===== src/hdl/ccr_pkg.sv =====
// ccr_pkg: constants and carrier types of the charger configuration register bank
// assumes: 8-bit register map reached over a two-wire serial bus, one 40 MHz clock
package ccr_pkg;

    // ==================================================================
    // register map
    localparam logic [7:0] CCR_OFS_POWER_ON   = 8'h01;
    localparam logic [7:0] CCR_OFS_CHG_CUR    = 8'h02;
    localparam logic [7:0] CCR_OFS_PRE_TERM   = 8'h03;
    localparam logic [7:0] CCR_RST_POWER_ON   = 8'h1b;
    localparam logic [7:0] CCR_RST_CHG_CUR    = 8'h20;
    localparam logic [7:0] CCR_RST_PRE_TERM   = 8'h11;
    localparam logic [7:0] CCR_RD_UNMAPPED    = 8'h00;

    // ==================================================================
    // field positions
    localparam int CCR_BIT_SOFT_RESET = 7;
    localparam int CCR_BIT_WDOG_KICK  = 6;
    localparam int CCR_POS_MODE       = 4;
    localparam int CCR_POS_SYSMIN     = 1;
    localparam int CCR_BIT_BOOST      = 0;
    localparam int CCR_POS_FAST       = 2;
    localparam int CCR_BIT_RESERVED   = 1;
    localparam int CCR_BIT_OVERRIDE   = 0;
    localparam int CCR_POS_PRE        = 4;
    localparam int CCR_POS_TERM       = 0;

    // ==================================================================
    // decode constants (mV, mA, percent)
    localparam logic [15:0] CCR_SYSMIN_OFS_MV = 16'd3000;
    localparam logic [15:0] CCR_SYSMIN_LSB_MV = 16'd100;
    localparam logic [15:0] CCR_BOOST_LO_MA   = 16'd500;
    localparam logic [15:0] CCR_BOOST_HI_MA   = 16'd1300;
    localparam logic [15:0] CCR_FAST_OFS_MA   = 16'd512;
    localparam logic [15:0] CCR_FAST_LSB_MA   = 16'd64;
    localparam logic [15:0] CCR_PRE_OFS_MA    = 16'd128;
    localparam logic [15:0] CCR_PRE_LSB_MA    = 16'd128;
    localparam logic [15:0] CCR_TERM_OFS_MA   = 16'd128;
    localparam logic [15:0] CCR_TERM_LSB_MA   = 16'd128;
    localparam logic [15:0] CCR_FAST_RED_PCT  = 16'd20;
    localparam logic [15:0] CCR_PRE_RED_PCT   = 16'd50;
    localparam logic [15:0] CCR_PCT_FULL      = 16'd100;

    // ==================================================================
    // operating modes
    localparam logic [1:0] CCR_MODE_OFF    = 2'h0;
    localparam logic [1:0] CCR_MODE_CHARGE = 2'h1;

    // serial bus address (arbitrary value)
    localparam logic [6:0] CCR_DEV_ADDR = 7'h5a;

    // ==================================================================
    // carriers
    typedef struct packed {
        logic [1:0] operating_mode_select;
        logic [2:0] minimum_system_voltage;
        logic       boost_current_limit;
        logic [5:0] fast_charge_current_code;
        logic       reduced_current_override;
        logic [3:0] precharge_current_code;
        logic [3:0] termination_current_code;
    } ccr_fields_t;

    typedef struct packed {
        logic [1:0]  mode;
        logic        boost_on;
        logic [15:0] sysmin_mv;
        logic [15:0] boost_ma;
        logic [15:0] fast_ma;
        logic [15:0] pre_ma;
        logic [15:0] term_ma;
    } ccr_limits_t;

endpackage : ccr_pkg


===== src/hdl/ccr_field_decode.sv =====
// ccr_field_decode: turns register fields into applied limits in mV and mA
// assumes: fields come from flip-flops of the register bank, same clock
`timescale 1ns/10ps
module ccr_field_decode (
    input  wire logic                 clk,    // 40 MHz clock
    input  wire logic                 nrst,   // sync reset, active low
    input  wire ccr_pkg::ccr_fields_t fields, // stored register fields
    output ccr_pkg::ccr_limits_t      limits  // applied limits, registered
);
    import ccr_pkg::*;

    typedef struct packed {
        ccr_limits_t lim;
    } ccr_dec_state_t;

    ccr_dec_state_t s_r;
    ccr_dec_state_t s_nxt;
    logic [15:0]    fast_full;
    logic [15:0]    pre_full;

    // ==================================================================
    // decode
    always_comb begin
        fast_full = CCR_FAST_OFS_MA + 16'(fields.fast_charge_current_code) * CCR_FAST_LSB_MA;
        pre_full  = CCR_PRE_OFS_MA + 16'(fields.precharge_current_code) * CCR_PRE_LSB_MA;
        s_nxt              = s_r;
        s_nxt.lim.mode     = fields.operating_mode_select;
        s_nxt.lim.boost_on = fields.operating_mode_select[1];
        s_nxt.lim.sysmin_mv = CCR_SYSMIN_OFS_MV
                            + 16'(fields.minimum_system_voltage) * CCR_SYSMIN_LSB_MV;
        s_nxt.lim.boost_ma = fields.boost_current_limit ? CCR_BOOST_HI_MA
                                                        : CCR_BOOST_LO_MA;
        if (fields.reduced_current_override) begin
            s_nxt.lim.fast_ma = 16'((32'(fast_full) * 32'(CCR_FAST_RED_PCT))
                                    / 32'(CCR_PCT_FULL));
            s_nxt.lim.pre_ma  = 16'((32'(pre_full) * 32'(CCR_PRE_RED_PCT))
                                    / 32'(CCR_PCT_FULL));
        end else begin
            s_nxt.lim.fast_ma = fast_full;
            s_nxt.lim.pre_ma  = pre_full;
        end
        s_nxt.lim.term_ma = CCR_TERM_OFS_MA
                          + 16'(fields.termination_current_code) * CCR_TERM_LSB_MA;
        if (!nrst) begin
            s_nxt = '0;
        end
    end

    always_ff @(posedge clk) begin
        s_r <= s_nxt;
    end

    assign limits = s_r.lim;
endmodule : ccr_field_decode


===== src/hdl/ccr_config_regs.sv =====
// ccr_config_regs: charger configuration registers behind a two-wire serial slave
// assumes: scl and sda inputs are already synchronous to clk; sda is open drain
// Operation
// - writing 1 to bit 7 of the power-on register restores all registers to defaults and it reads 0.
// - writing 1 to bit 6 of the power-on register restarts the watchdog and the bit reads 0.
// - bits 5:4 pick off (00), charge (01, default) or boost (10/11).
// - bits 3:1 give minimum system voltage 3.0 V plus 0.1 V steps, default 101 (3.5 V).
// - bit 0 of the power-on register picks 500 mA (0) or 1.3 A (1) boost limit, reset 1.
// - bits 7:2 of the charge current register give 512 mA plus 64 mA steps, reset 0x20.
// - override bit 0 set applies 20 % fast and 50 % pre-charge current, clear applies them as set.
// - the pre-charge/termination register holds two 4-bit read/write codes and resets to 0x11.
// - the power-on register resets to 0x1b.
// - pre-charge code means 128 mA plus 128 mA steps, default 256 mA.
// - termination code means 128 mA plus 128 mA steps, default 256 mA.
`timescale 1ns/10ps
module ccr_config_regs (
    input  wire logic            clk,      // 40 MHz clock
    input  wire logic            nrst,     // sync reset, active low
    input  wire logic            scl_i,    // serial clock level
    input  wire logic            sda_i,    // serial data level
    output logic                 sda_o,    // serial data drive value, always low
    output logic                 sda_oe,   // high while pulling sda low
    output logic                 wdog_kick, // one-cycle watchdog restart pulse
    output ccr_pkg::ccr_limits_t limits    // applied limits
);
    import ccr_pkg::*;

    typedef enum logic [3:0] {
        S_IDLE, S_ADDR, S_ACK_ADDR, S_PTR, S_ACK_PTR, S_WR, S_ACK_WR, S_RD, S_ACK_RD
    } ccr_bus_st_t;

    typedef struct packed {
        ccr_bus_st_t st;
        logic [2:0]  cnt;
        logic        done;
        logic [7:0]  sh;
        logic        rnw;
        logic        nack;
        logic [7:0]  ptr;
        logic        oe;
        logic        scl_p;
        logic        sda_p;
        logic        kick;
        ccr_fields_t f;
    } ccr_state_t;

    ccr_state_t  s_r;
    ccr_state_t  s_nxt;
    ccr_fields_t f_dflt;
    logic        start_c;
    logic        stop_c;
    logic        rise_c;
    logic        fall_c;
    logic [7:0]  rd_data;
    logic        wr_c;

    // ==================================================================
    // defaults and read mux
    assign f_dflt = '{operating_mode_select:    CCR_RST_POWER_ON[CCR_POS_MODE +: 2],
                      minimum_system_voltage:   CCR_RST_POWER_ON[CCR_POS_SYSMIN +: 3],
                      boost_current_limit:      CCR_RST_POWER_ON[CCR_BIT_BOOST],
                      fast_charge_current_code: CCR_RST_CHG_CUR[CCR_POS_FAST +: 6],
                      reduced_current_override: CCR_RST_CHG_CUR[CCR_BIT_OVERRIDE],
                      precharge_current_code:   CCR_RST_PRE_TERM[CCR_POS_PRE +: 4],
                      termination_current_code: CCR_RST_PRE_TERM[CCR_POS_TERM +: 4]};

    function automatic logic [7:0] reg_read(input logic [7:0] a, input ccr_fields_t f);
        logic [7:0] d;
        d = CCR_RD_UNMAPPED;
        case (a)
            CCR_OFS_POWER_ON: d = {2'b00, f.operating_mode_select,
                                   f.minimum_system_voltage, f.boost_current_limit};
            CCR_OFS_CHG_CUR:  d = {f.fast_charge_current_code, 1'b0,
                                   f.reduced_current_override};
            CCR_OFS_PRE_TERM: d = {f.precharge_current_code, f.termination_current_code};
            default:          d = CCR_RD_UNMAPPED;
        endcase
        return d;
    endfunction : reg_read

    assign rd_data = reg_read(s_r.ptr, s_r.f);
    assign start_c = s_r.scl_p && scl_i && s_r.sda_p && !sda_i;
    assign stop_c  = s_r.scl_p && scl_i && !s_r.sda_p && sda_i;
    assign rise_c  = scl_i && !s_r.scl_p;
    assign fall_c  = !scl_i && s_r.scl_p;
    assign wr_c    = fall_c && s_r.st == S_WR && s_r.done;

    // ==================================================================
    // bus engine and register file
    always_comb begin
        s_nxt       = s_r;
        s_nxt.scl_p = scl_i;
        s_nxt.sda_p = sda_i;
        s_nxt.kick  = 1'b0;
        if (start_c) begin
            s_nxt.st   = S_ADDR;
            s_nxt.cnt  = 3'h0;
            s_nxt.done = 1'b0;
            s_nxt.oe   = 1'b0;
        end else if (stop_c) begin
            s_nxt.st = S_IDLE;
            s_nxt.oe = 1'b0;
        end else begin
            case (s_r.st)
                S_ADDR, S_PTR, S_WR: begin
                    if (rise_c) begin
                        s_nxt.sh   = {s_r.sh[6:0], sda_i};
                        s_nxt.cnt  = s_r.cnt + 3'h1;
                        s_nxt.done = (s_r.cnt == 3'h7);
                    end else if (fall_c && s_r.done) begin
                        s_nxt.done = 1'b0;
                        s_nxt.oe   = 1'b1;
                        if (s_r.st == S_ADDR) begin
                            s_nxt.rnw = s_r.sh[0];
                            s_nxt.st  = S_ACK_ADDR;
                            if (s_r.sh[7:1] != CCR_DEV_ADDR) begin
                                s_nxt.st = S_IDLE;
                                s_nxt.oe = 1'b0;
                            end
                        end else if (s_r.st == S_PTR) begin
                            s_nxt.ptr = s_r.sh;
                            s_nxt.st  = S_ACK_PTR;
                        end else begin
                            s_nxt.st = S_ACK_WR;
                        end
                    end
                end
                S_ACK_ADDR, S_ACK_PTR, S_ACK_WR: begin
                    if (fall_c) begin
                        s_nxt.oe  = 1'b0;
                        s_nxt.cnt = 3'h0;
                        s_nxt.st  = (s_r.st == S_ACK_ADDR) ? S_PTR : S_WR;
                        if (s_r.st == S_ACK_WR) begin
                            s_nxt.ptr = s_r.ptr + 8'h01;
                        end
                        if (s_r.st == S_ACK_ADDR && s_r.rnw) begin
                            s_nxt.st = S_RD;
                            s_nxt.sh = rd_data;
                            s_nxt.oe = !rd_data[7];
                        end
                    end
                end
                S_RD: begin
                    if (rise_c) begin
                        s_nxt.cnt  = s_r.cnt + 3'h1;
                        s_nxt.done = (s_r.cnt == 3'h7);
                    end else if (fall_c && s_r.done) begin
                        s_nxt.done = 1'b0;
                        s_nxt.oe   = 1'b0;
                        s_nxt.ptr  = s_r.ptr + 8'h01;
                        s_nxt.st   = S_ACK_RD;
                    end else if (fall_c) begin
                        s_nxt.sh = {s_r.sh[6:0], 1'b0};
                        s_nxt.oe = !s_r.sh[6];
                    end
                end
                S_ACK_RD: begin
                    if (rise_c) begin
                        s_nxt.nack = sda_i;
                    end else if (fall_c) begin
                        s_nxt.cnt = 3'h0;
                        if (s_r.nack) begin
                            s_nxt.st = S_IDLE;
                        end else begin
                            s_nxt.st = S_RD;
                            s_nxt.sh = rd_data;
                            s_nxt.oe = !rd_data[7];
                        end
                    end
                end
                default: begin
                    s_nxt.oe = 1'b0;
                end
            endcase
        end
        // register writes land when the data byte is acknowledged
        if (wr_c) begin
            case (s_r.ptr)
                CCR_OFS_POWER_ON: begin
                    if (s_r.sh[CCR_BIT_SOFT_RESET]) begin
                        s_nxt.f = f_dflt;
                    end else begin
                        s_nxt.f.operating_mode_select  = s_r.sh[CCR_POS_MODE +: 2];
                        s_nxt.f.minimum_system_voltage = s_r.sh[CCR_POS_SYSMIN +: 3];
                        s_nxt.f.boost_current_limit    = s_r.sh[CCR_BIT_BOOST];
                    end
                    s_nxt.kick = s_r.sh[CCR_BIT_WDOG_KICK];
                end
                CCR_OFS_CHG_CUR: begin
                    s_nxt.f.fast_charge_current_code = s_r.sh[CCR_POS_FAST +: 6];
                    s_nxt.f.reduced_current_override = s_r.sh[CCR_BIT_OVERRIDE];
                end
                CCR_OFS_PRE_TERM: begin
                    s_nxt.f.precharge_current_code   = s_r.sh[CCR_POS_PRE +: 4];
                    s_nxt.f.termination_current_code = s_r.sh[CCR_POS_TERM +: 4];
                end
                default: begin
                    s_nxt.kick = 1'b0;
                end
            endcase
        end
        if (!nrst) begin
            s_nxt       = '0;
            s_nxt.st    = S_IDLE;
            s_nxt.scl_p = 1'b1;
            s_nxt.sda_p = 1'b1;
            s_nxt.nack  = 1'b1;
            s_nxt.f     = f_dflt;
        end
    end

    always_ff @(posedge clk) begin
        s_r <= s_nxt;
    end

    assign sda_o     = 1'b0;
    assign sda_oe    = s_r.oe;
    assign wdog_kick = s_r.kick;

    ccr_field_decode u_decode (
        .clk    (clk),
        .nrst   (nrst),
        .fields (s_r.f),
        .limits (limits)
    );
endmodule : ccr_config_regs


===== config.mk =====
export PLATFORM = sky130hd
export DESIGN_NAME = ccr_config_regs
export DESIGN_NICKNAME = d
export VERILOG_FILES = /design/src/hdl/ccr_pkg.sv /design/src/hdl/ccr_field_decode.sv /design/src/hdl/ccr_config_regs.sv
export SDC_FILE = /design/constraint.sdc
export NUM_CORES = 1
export LEC_CHECK = 0
export BUFFER_PORTS_ARGS = -buffer_cell sky130_fd_sc_hd__clkbuf_2
export CORE_MARGIN = 4
export CORE_UTILIZATION = 55
export DETAILED_ROUTE_END_ITERATION = 10
export PLACE_DENSITY = 0.71
export SKIP_LAST_GASP = 1
export SLEW_MARGIN = 10
export SYNTH_ARGS = -nofsm -noshare
export SYNTH_HDL_FRONTEND = slang
export SYNTH_SLANG_ARGS = --single-unit

===== constraint.sdc =====
create_clock -name clk -period 14.93 [get_ports clk]
set_input_delay 0.7465 -clock clk [delete_from_list [all_inputs] [get_ports clk]]
set_output_delay 0.7465 -clock clk [all_outputs]
set_load 0.03 [all_outputs]

* After elaboration in Yosys (flattened, before gate mapping)
Cells that the tools add are included.
** Storage, ports and cells
- Register bits after elaboration :: 134
- Bits in latches :: 0
- RAM bits :: 0
- ROM bits :: 0
- Input port bits :: 4
- Output and inout bits :: 86
- Logic and storage cells :: 181
- Memories :: 0
** Cells by class
- Add/subtract/negate cells :: 6
- Multipliers :: 3
- Div/mod/pow operators :: 2
- $lt $le $gt $ge :: 0
- Equality and inequality tests :: 37
- Shifts and indexed selects :: 0
- Muxes and demuxes :: 62
- Bitwise operators :: 4
- Reduce and logical (&&, ||, !) cells :: 41
** Operators with widths (number)
- 8-bit two-way mux :: 13
- 8-bit one-hot mux with 3 select lines :: 2
- 9-bit two-way mux :: 4
- 21-bit by 7-bit divider with 32-bit output, second input constant :: 1
- 22-bit by 7-bit divider with 32-bit output, second input constant :: 1
- 32-bit two-way mux :: 1
- 2-bit != test, second input constant :: 16
- 8-bit one-hot mux with 4 select lines :: 1
- 4-bit != test, second input constant :: 7
- 7-bit one-hot mux with 4 select lines :: 1
- 8-bit by 11-bit adder with 12-bit output, first input constant :: 2
- 8-bit AND reduction :: 3
- 22-bit two-way mux :: 1
- 16-bit by 5-bit multiplier with 21-bit output, second input constant :: 1
- 7-bit two-way mux :: 3
- 4-bit two-way mux :: 5
- 16-bit by 3-bit multiplier with 19-bit output, second input constant :: 1
- 1-bit two-way mux :: 18
- 4-bit by 3-bit equality test with 1-bit output, second input constant :: 4
- 8-bit by 2-bit equality test with 1-bit output, second input constant :: 2
- 8-bit one-hot mux with 2 select lines :: 1
- 15-bit two-way mux :: 1
- 7-bit one-hot mux with 2 select lines :: 1
- 10-bit by 12-bit adder with 13-bit output, first input constant :: 1
- other kinds (34) :: 64

* Logic depth before layout (Yosys ltp)
- Word-level depth :: 8
- Mapped depth :: 63
- Depth with buffers taken out :: 57

* Modules after synthesis
From an unflattened synthesis, not the netlist that was laid out.
** Unflattened totals
- Cells, all modules :: 1521
- Area, all modules :: 11421.0 um2
** By module, submodules not included
- ccr_field_decode :: instances 1, cells each 1153, area each 8488.1 um2
- ccr_config_regs :: instances 1, cells each 368, area each 2932.8 um2

* Least setup slack after synthesis
Ideal clock, no wire load.
- Path kind :: register to register
- Start :: register s_r[4] (netlist bit)
- End :: register u_decode.s_r, in the netlist u_decode.limits[16]
- Setup time :: 0.137 ns
- Data arrival time :: 13.457 ns
- Required time :: 14.793 ns
- Slack :: 1.336 ns
- Stages on the path, launching flop included :: 62
- Path buffers :: 4
- Period minus slack after synthesis :: 13.594 ns
- Cell sequence :: dfxtp_1 > buf_4 > clkbuf_1 > nand3_1 > xnor2_1 > ha_1 > ha_1 > ha_1 > ha_1 > and4b_1 > a31o_2 > nor4_1 > a211oi_1 > or2_1 > a311o_1 > o21ai_2 > mux2_4 > a211o_1 > [26 not listed] > nand3_1 > or4_1 > a22o_1 > nor3_2 > nand2_1 > clkinv_1 > ha_1 > nand2_1 > o21bai_1 > nor4_4 > o21a_2 > nand2_1 > inv_2 > ha_1 > a21oi_1 > o2111ai_1 > nor4_1 > a311oi_1
** Between the ends
- Cells in the longest elaborated chain, start to end :: 4
** Ends and longest elaborated chain
- from (decl) :: line ccr_config_regs.sv:47 : ccr_state_t s_r;
- from (signal assigned) :: line ccr_config_regs.sv:213 : s_r <= s_nxt;
- 8-bit by 11-bit adder with 12-bit output :: line ccr_field_decode.sv:25 : pre_full = CCR_PRE_OFS_MA + 16'(fields.precharge_current_code) * CCR_PRE_LSB_MA;
- 16-bit by 5-bit multiplier with 21-bit output :: line ccr_field_decode.sv:36 : s_nxt.lim.pre_ma = 16'((32'(pre_full) * 32'(CCR_PRE_RED_PCT))
- 22-bit by 7-bit divider with 32-bit output :: line ccr_field_decode.sv:37 : / 32'(CCR_PCT_FULL));
- 32-bit two-way mux :: line ccr_field_decode.sv:33 : if (fields.reduced_current_override) begin
- to (signal assigned) :: line ccr_field_decode.sv:50 : s_r <= s_nxt;
- to (decl) :: line ccr_field_decode.sv:16 : ccr_dec_state_t s_r;
Every way passes these cells.
A chain may end at the register's enable or synchronous reset.

* Worst setup path after layout
Ends and elaborated chain as after synthesis.

==> load_flow_metrics.sql <==
INSERT INTO impl_metrics (metric_group, metric, value, unit) VALUES
('global_routing', 'grt_antenna_before_repair', '0', ''),
('drt', 'route.final.wire_length', '31.5', 'mm'),
('synth', 'synth-simple-area-share', '0.290', ''),
('critical_path', 'cp_slowest_cell', 'fa_1', ''),
('critical_path', 'r2r_start', 's_r[4]', ''),
('drt', 'drt_pre_antenna_iters', '5', ''),
('timing', 'min_period_over_period', '0.946', ''),
('layout', 'top_library_cells_by_usage_in_the_layout_fill_and_taps_aside', 'nor2_1 (176), nand2_1 (132), a21oi_1 (101)', ''),
('critical_path', 'timing.critical_path.from_type', 'flip-flop', ''),
('global_routing', 'pin_count_of_the_biggest_net_entering_global_routing', '34', ''),
('drt', 'drt_first_iter_violations', '1152', ''),
('synth', 'syn_area', '11700', 'µm²'),
('flow_run', 'max_cap_check_violation_count', '0', ''),
('min_path', 'min_from', 's_r[15]', ''),
('synth', 'synth_fa_ha_area_frac', '0.0698', ''),
('timing', 'finalSetupViolations', '0', ''),
('cts', 'cts.sink_count', '96', ''),
('placed_design', 'placed_cells', '1828', ''),
('critical_path', 'timing.critical_path.to', 'u_decode.limits[16]', ''),
('synth', 'ys_ff_latch', '96', ''),
('synth', 'yosys_warnings', '0', ''),
('cts', 'tritoncts', 'yes', ''),
('die', 'coreArea', '21000', 'µm²'),
('power_and_ir_drop', 'total_leakage_power', '5.03', 'nW'),
('critical_path', 'end_kind', 'flip-flop', ''),
('layout', 'num-nets-final', '1646', ''),
('placed_design', 'numPortBuffers', '56', ''),
('timing', 'worst_slew_margin_rel', '0.425', ''),
('critical_path', 'path_common_cell', 'ha_1', ''),
('synth', 'synth_async_sr_flop_share', '0', ''),
('layout', 'instances_no_fill', '1858', ''),
('die', 'floorplan.die.width', '154', 'µm'),
('cts', 'cts_made_buffers', '9', ''),
('die', 'dieArea', '23600', 'µm²'),
('cts', 'root_buffer', 'clkbuf_16', ''),
('global_routing', 'grt_first_pass_wirelength', '51.8', 'mm'),
('timing', 'layout_setup_ws', '0.813', 'ns'),
('global_routing', 'first_global_vias', '10500', ''),
('cts', 'clock_tree.buffer_depth', '2', ''),
('timing', 'final-hold-violation-count', '0', ''),
('timing', 'tightestPinTransition', '0.853', 'ns'),
('critical_path', 'worstPathArrival', '14.31', 'ns'),
('synth', 'synth_sequential_area_ratio', '0.165', ''),
('min_path', 'hold_class', 'reg -> reg', ''),
('drt', 'vias_per_cell', '6.37', ''),
('cts', 'clock_network_latency_to_the_later_pin_of_the_worst_skew_pair', '0.35', 'ns'),
('synth', 'synth_compound_area_frac', '0.334', ''),
('die', 'number_of_standard_cell_rows_in_the_floorplan', '53', ''),
('global_routing', 'grt.overflow.total', '0', ''),
('critical_path', 'kind_of_critical_path', 'reg -> reg', ''),
('power_and_ir_drop', 'power.density_cell_area', '59.0', 'nW/µm²'),
('layout', 'synthToLayoutAreaGrowth', '6.30', '%'),
('synth', 'synth-xor-area-share', '0.0417', ''),
('drt', 'number_of_vias_after_detailed_routing', '11800', ''),
('critical_path', 'critical-path-max-stage-delay', '0.58', 'ns'),
('die', 'die_height', '154', 'µm'),
('status', 'run_status', 'completed', ''),
('cts', 'htree_levels', '3', ''),
('layout', 'antenna_cells_inserted', '0', ''),
('critical_path', 'timing.critical_path.from', 's_r[4]', ''),
('critical_path', 'slack_of_the_worst_reg_to_reg_path', '0.81', 'ns'),
('synth', 'yosys-mux-area-fraction', '0.0296', ''),
('timing', 'timing.clock.skew', '0.0105', 'ns'),
('cts', 'cts-hold-fix-buffers', '0', ''),
('timing', 'slew_viols_final', '0', ''),
('synth', 'syn-instance-count', '1553', ''),
('cts', 'clk_pin_slew_worst_paths', '0.07', 'ns'),
('drt', 'drc', '0', ''),
('critical_path', 'crit_fanout', '9', ''),
('critical_path', 'critical_path.reg2reg.endpoint', 'u_decode.limits[16]', ''),
('layout', 'multi_input_comb_area', '9170', 'µm²');
## final cells by class
class | count | area share
inverter | 49 | 0.0157
timing repair buffer | 81 | 0.0377
tap | 275 | 0.0277
multi-input combinational | 1341 | 0.738
clock buffer | 12 | 0.0207
sequential | 96 | 0.155
clock inverter | 4 | 0.00474
## flip-flops by register name, indices dropped and copies added (netlist names)
| name | flops |
|---|---|
| sda_oe | 1 |
| u_decode.limits | 45 |
| s_r | 49 |
| wdog_kick | 1 |
## metrics by stage
| stage | power [W] | utilization | hold WS [ns] | setup TNS, ns | area [µm²] |
|---|---|---|---|---|---|
| 2_1_floorplan | 0.000454 | - | 0.422 | 0 | 11800 |
| 3_3_place_gp | 0.000486 | 0.567 | 0.458 | 0 | 11900 |
| 3_5_place_dp | 0.000487 | 0.567 | 0.461 | 0 | 11900 |
| 4_1_cts | 0.000736 | 0.582 | 0.476 | 0 | 12200 |
| 5_1_grt | 0.000779 | 0.593 | 0.490 | -0.0384 | 12400 |
| 6_report | 0.000733 | 0.593 | 0.477 | 0 | 12400 |
## worst max-delay path, delay by kind of cell (launching register included)
family | cells | cell delay [ns]
mux | 1 | 0.31
flops | 1 | 0.46
compound gates | 16 | 3.39
simple gates | 24 | 5.58
fa+ha+maj | 10 | 3.30
buf+inv | 7 | 0.92
## metal layers
| metal | GRT usage | share of wire |
|---|---|---|
| met1 | 0.358 | 0.46 |
| met2 | 0.410 | 0.46 |
| met3 | 0.0369 | 0.067 |
| met4 | 0.0538 | 0.015 |
| met5 | 0 | 0 |
## worst min-delay path by stage
stage	cells past startpoint	to	slack (ns)
after floorplan	1	u_decode.limits[55]	0.42
after global placement	1	u_decode.limits[55]	0.46
after detailed placement	1	u_decode.limits[55]	0.46
after CTS	1	u_decode.limits[55]	0.48
after global routing	1	u_decode.limits[55]	0.49
final	1	u_decode.limits[55]	0.48
## logic make-up after synthesis
group                    Yosys count
adder cells (fa/ha/maj)           64
multiplexers                      32
AND/OR/NAND/NOR                  643
buffers and inverters            148
XOR/XNOR                          50
flip-flops                        96
AO/OA/AOI/OAI                    519
other                              1
## repair_timing
| action | 4_1_cts | 5_1_grt |
|---|---|---|
| setup buffers | 0 | 14 |
| gates resized for setup | 0 | 29 |
| setup endpoints to repair | 0 | 3 |
## Yosys cell counts (23+ instances only)
| cell | instances | share of area |
|---|---|---|
| ha_1 | 62 | 0.066 |
| clkbuf_1 | 38 | 0.012 |
| nand2_1 | 133 | 0.043 |
| mux2i_1 | 23 | 0.020 |
| dfxtp_1 | 96 | 0.16 |
| xnor2_1 | 30 | 0.022 |
| nor3_1 | 54 | 0.023 |
| or2_2 | 23 | 0.012 |
| and2_1 | 27 | 0.014 |
| buf_4 | 42 | 0.027 |
| a211oi_1 | 29 | 0.019 |
| inv_1 | 41 | 0.013 |
| a21oi_1 | 103 | 0.044 |
| nand3_1 | 56 | 0.024 |
| nor2_1 | 176 | 0.057 |
| o21ai_0 | 82 | 0.035 |
## report_power, final
group | leakage (nW) | internal (W) | total [W] | switching [W]
clock network | 0.156 | 0.000142 | 0.000248 | 0.000106
registers | 0.780 | 0.000271 | 0.000306 | 0.0000351
logic | 4.09 | 0.0000607 | 0.000179 | 0.000119
Power figures use the tool's default switching activity.
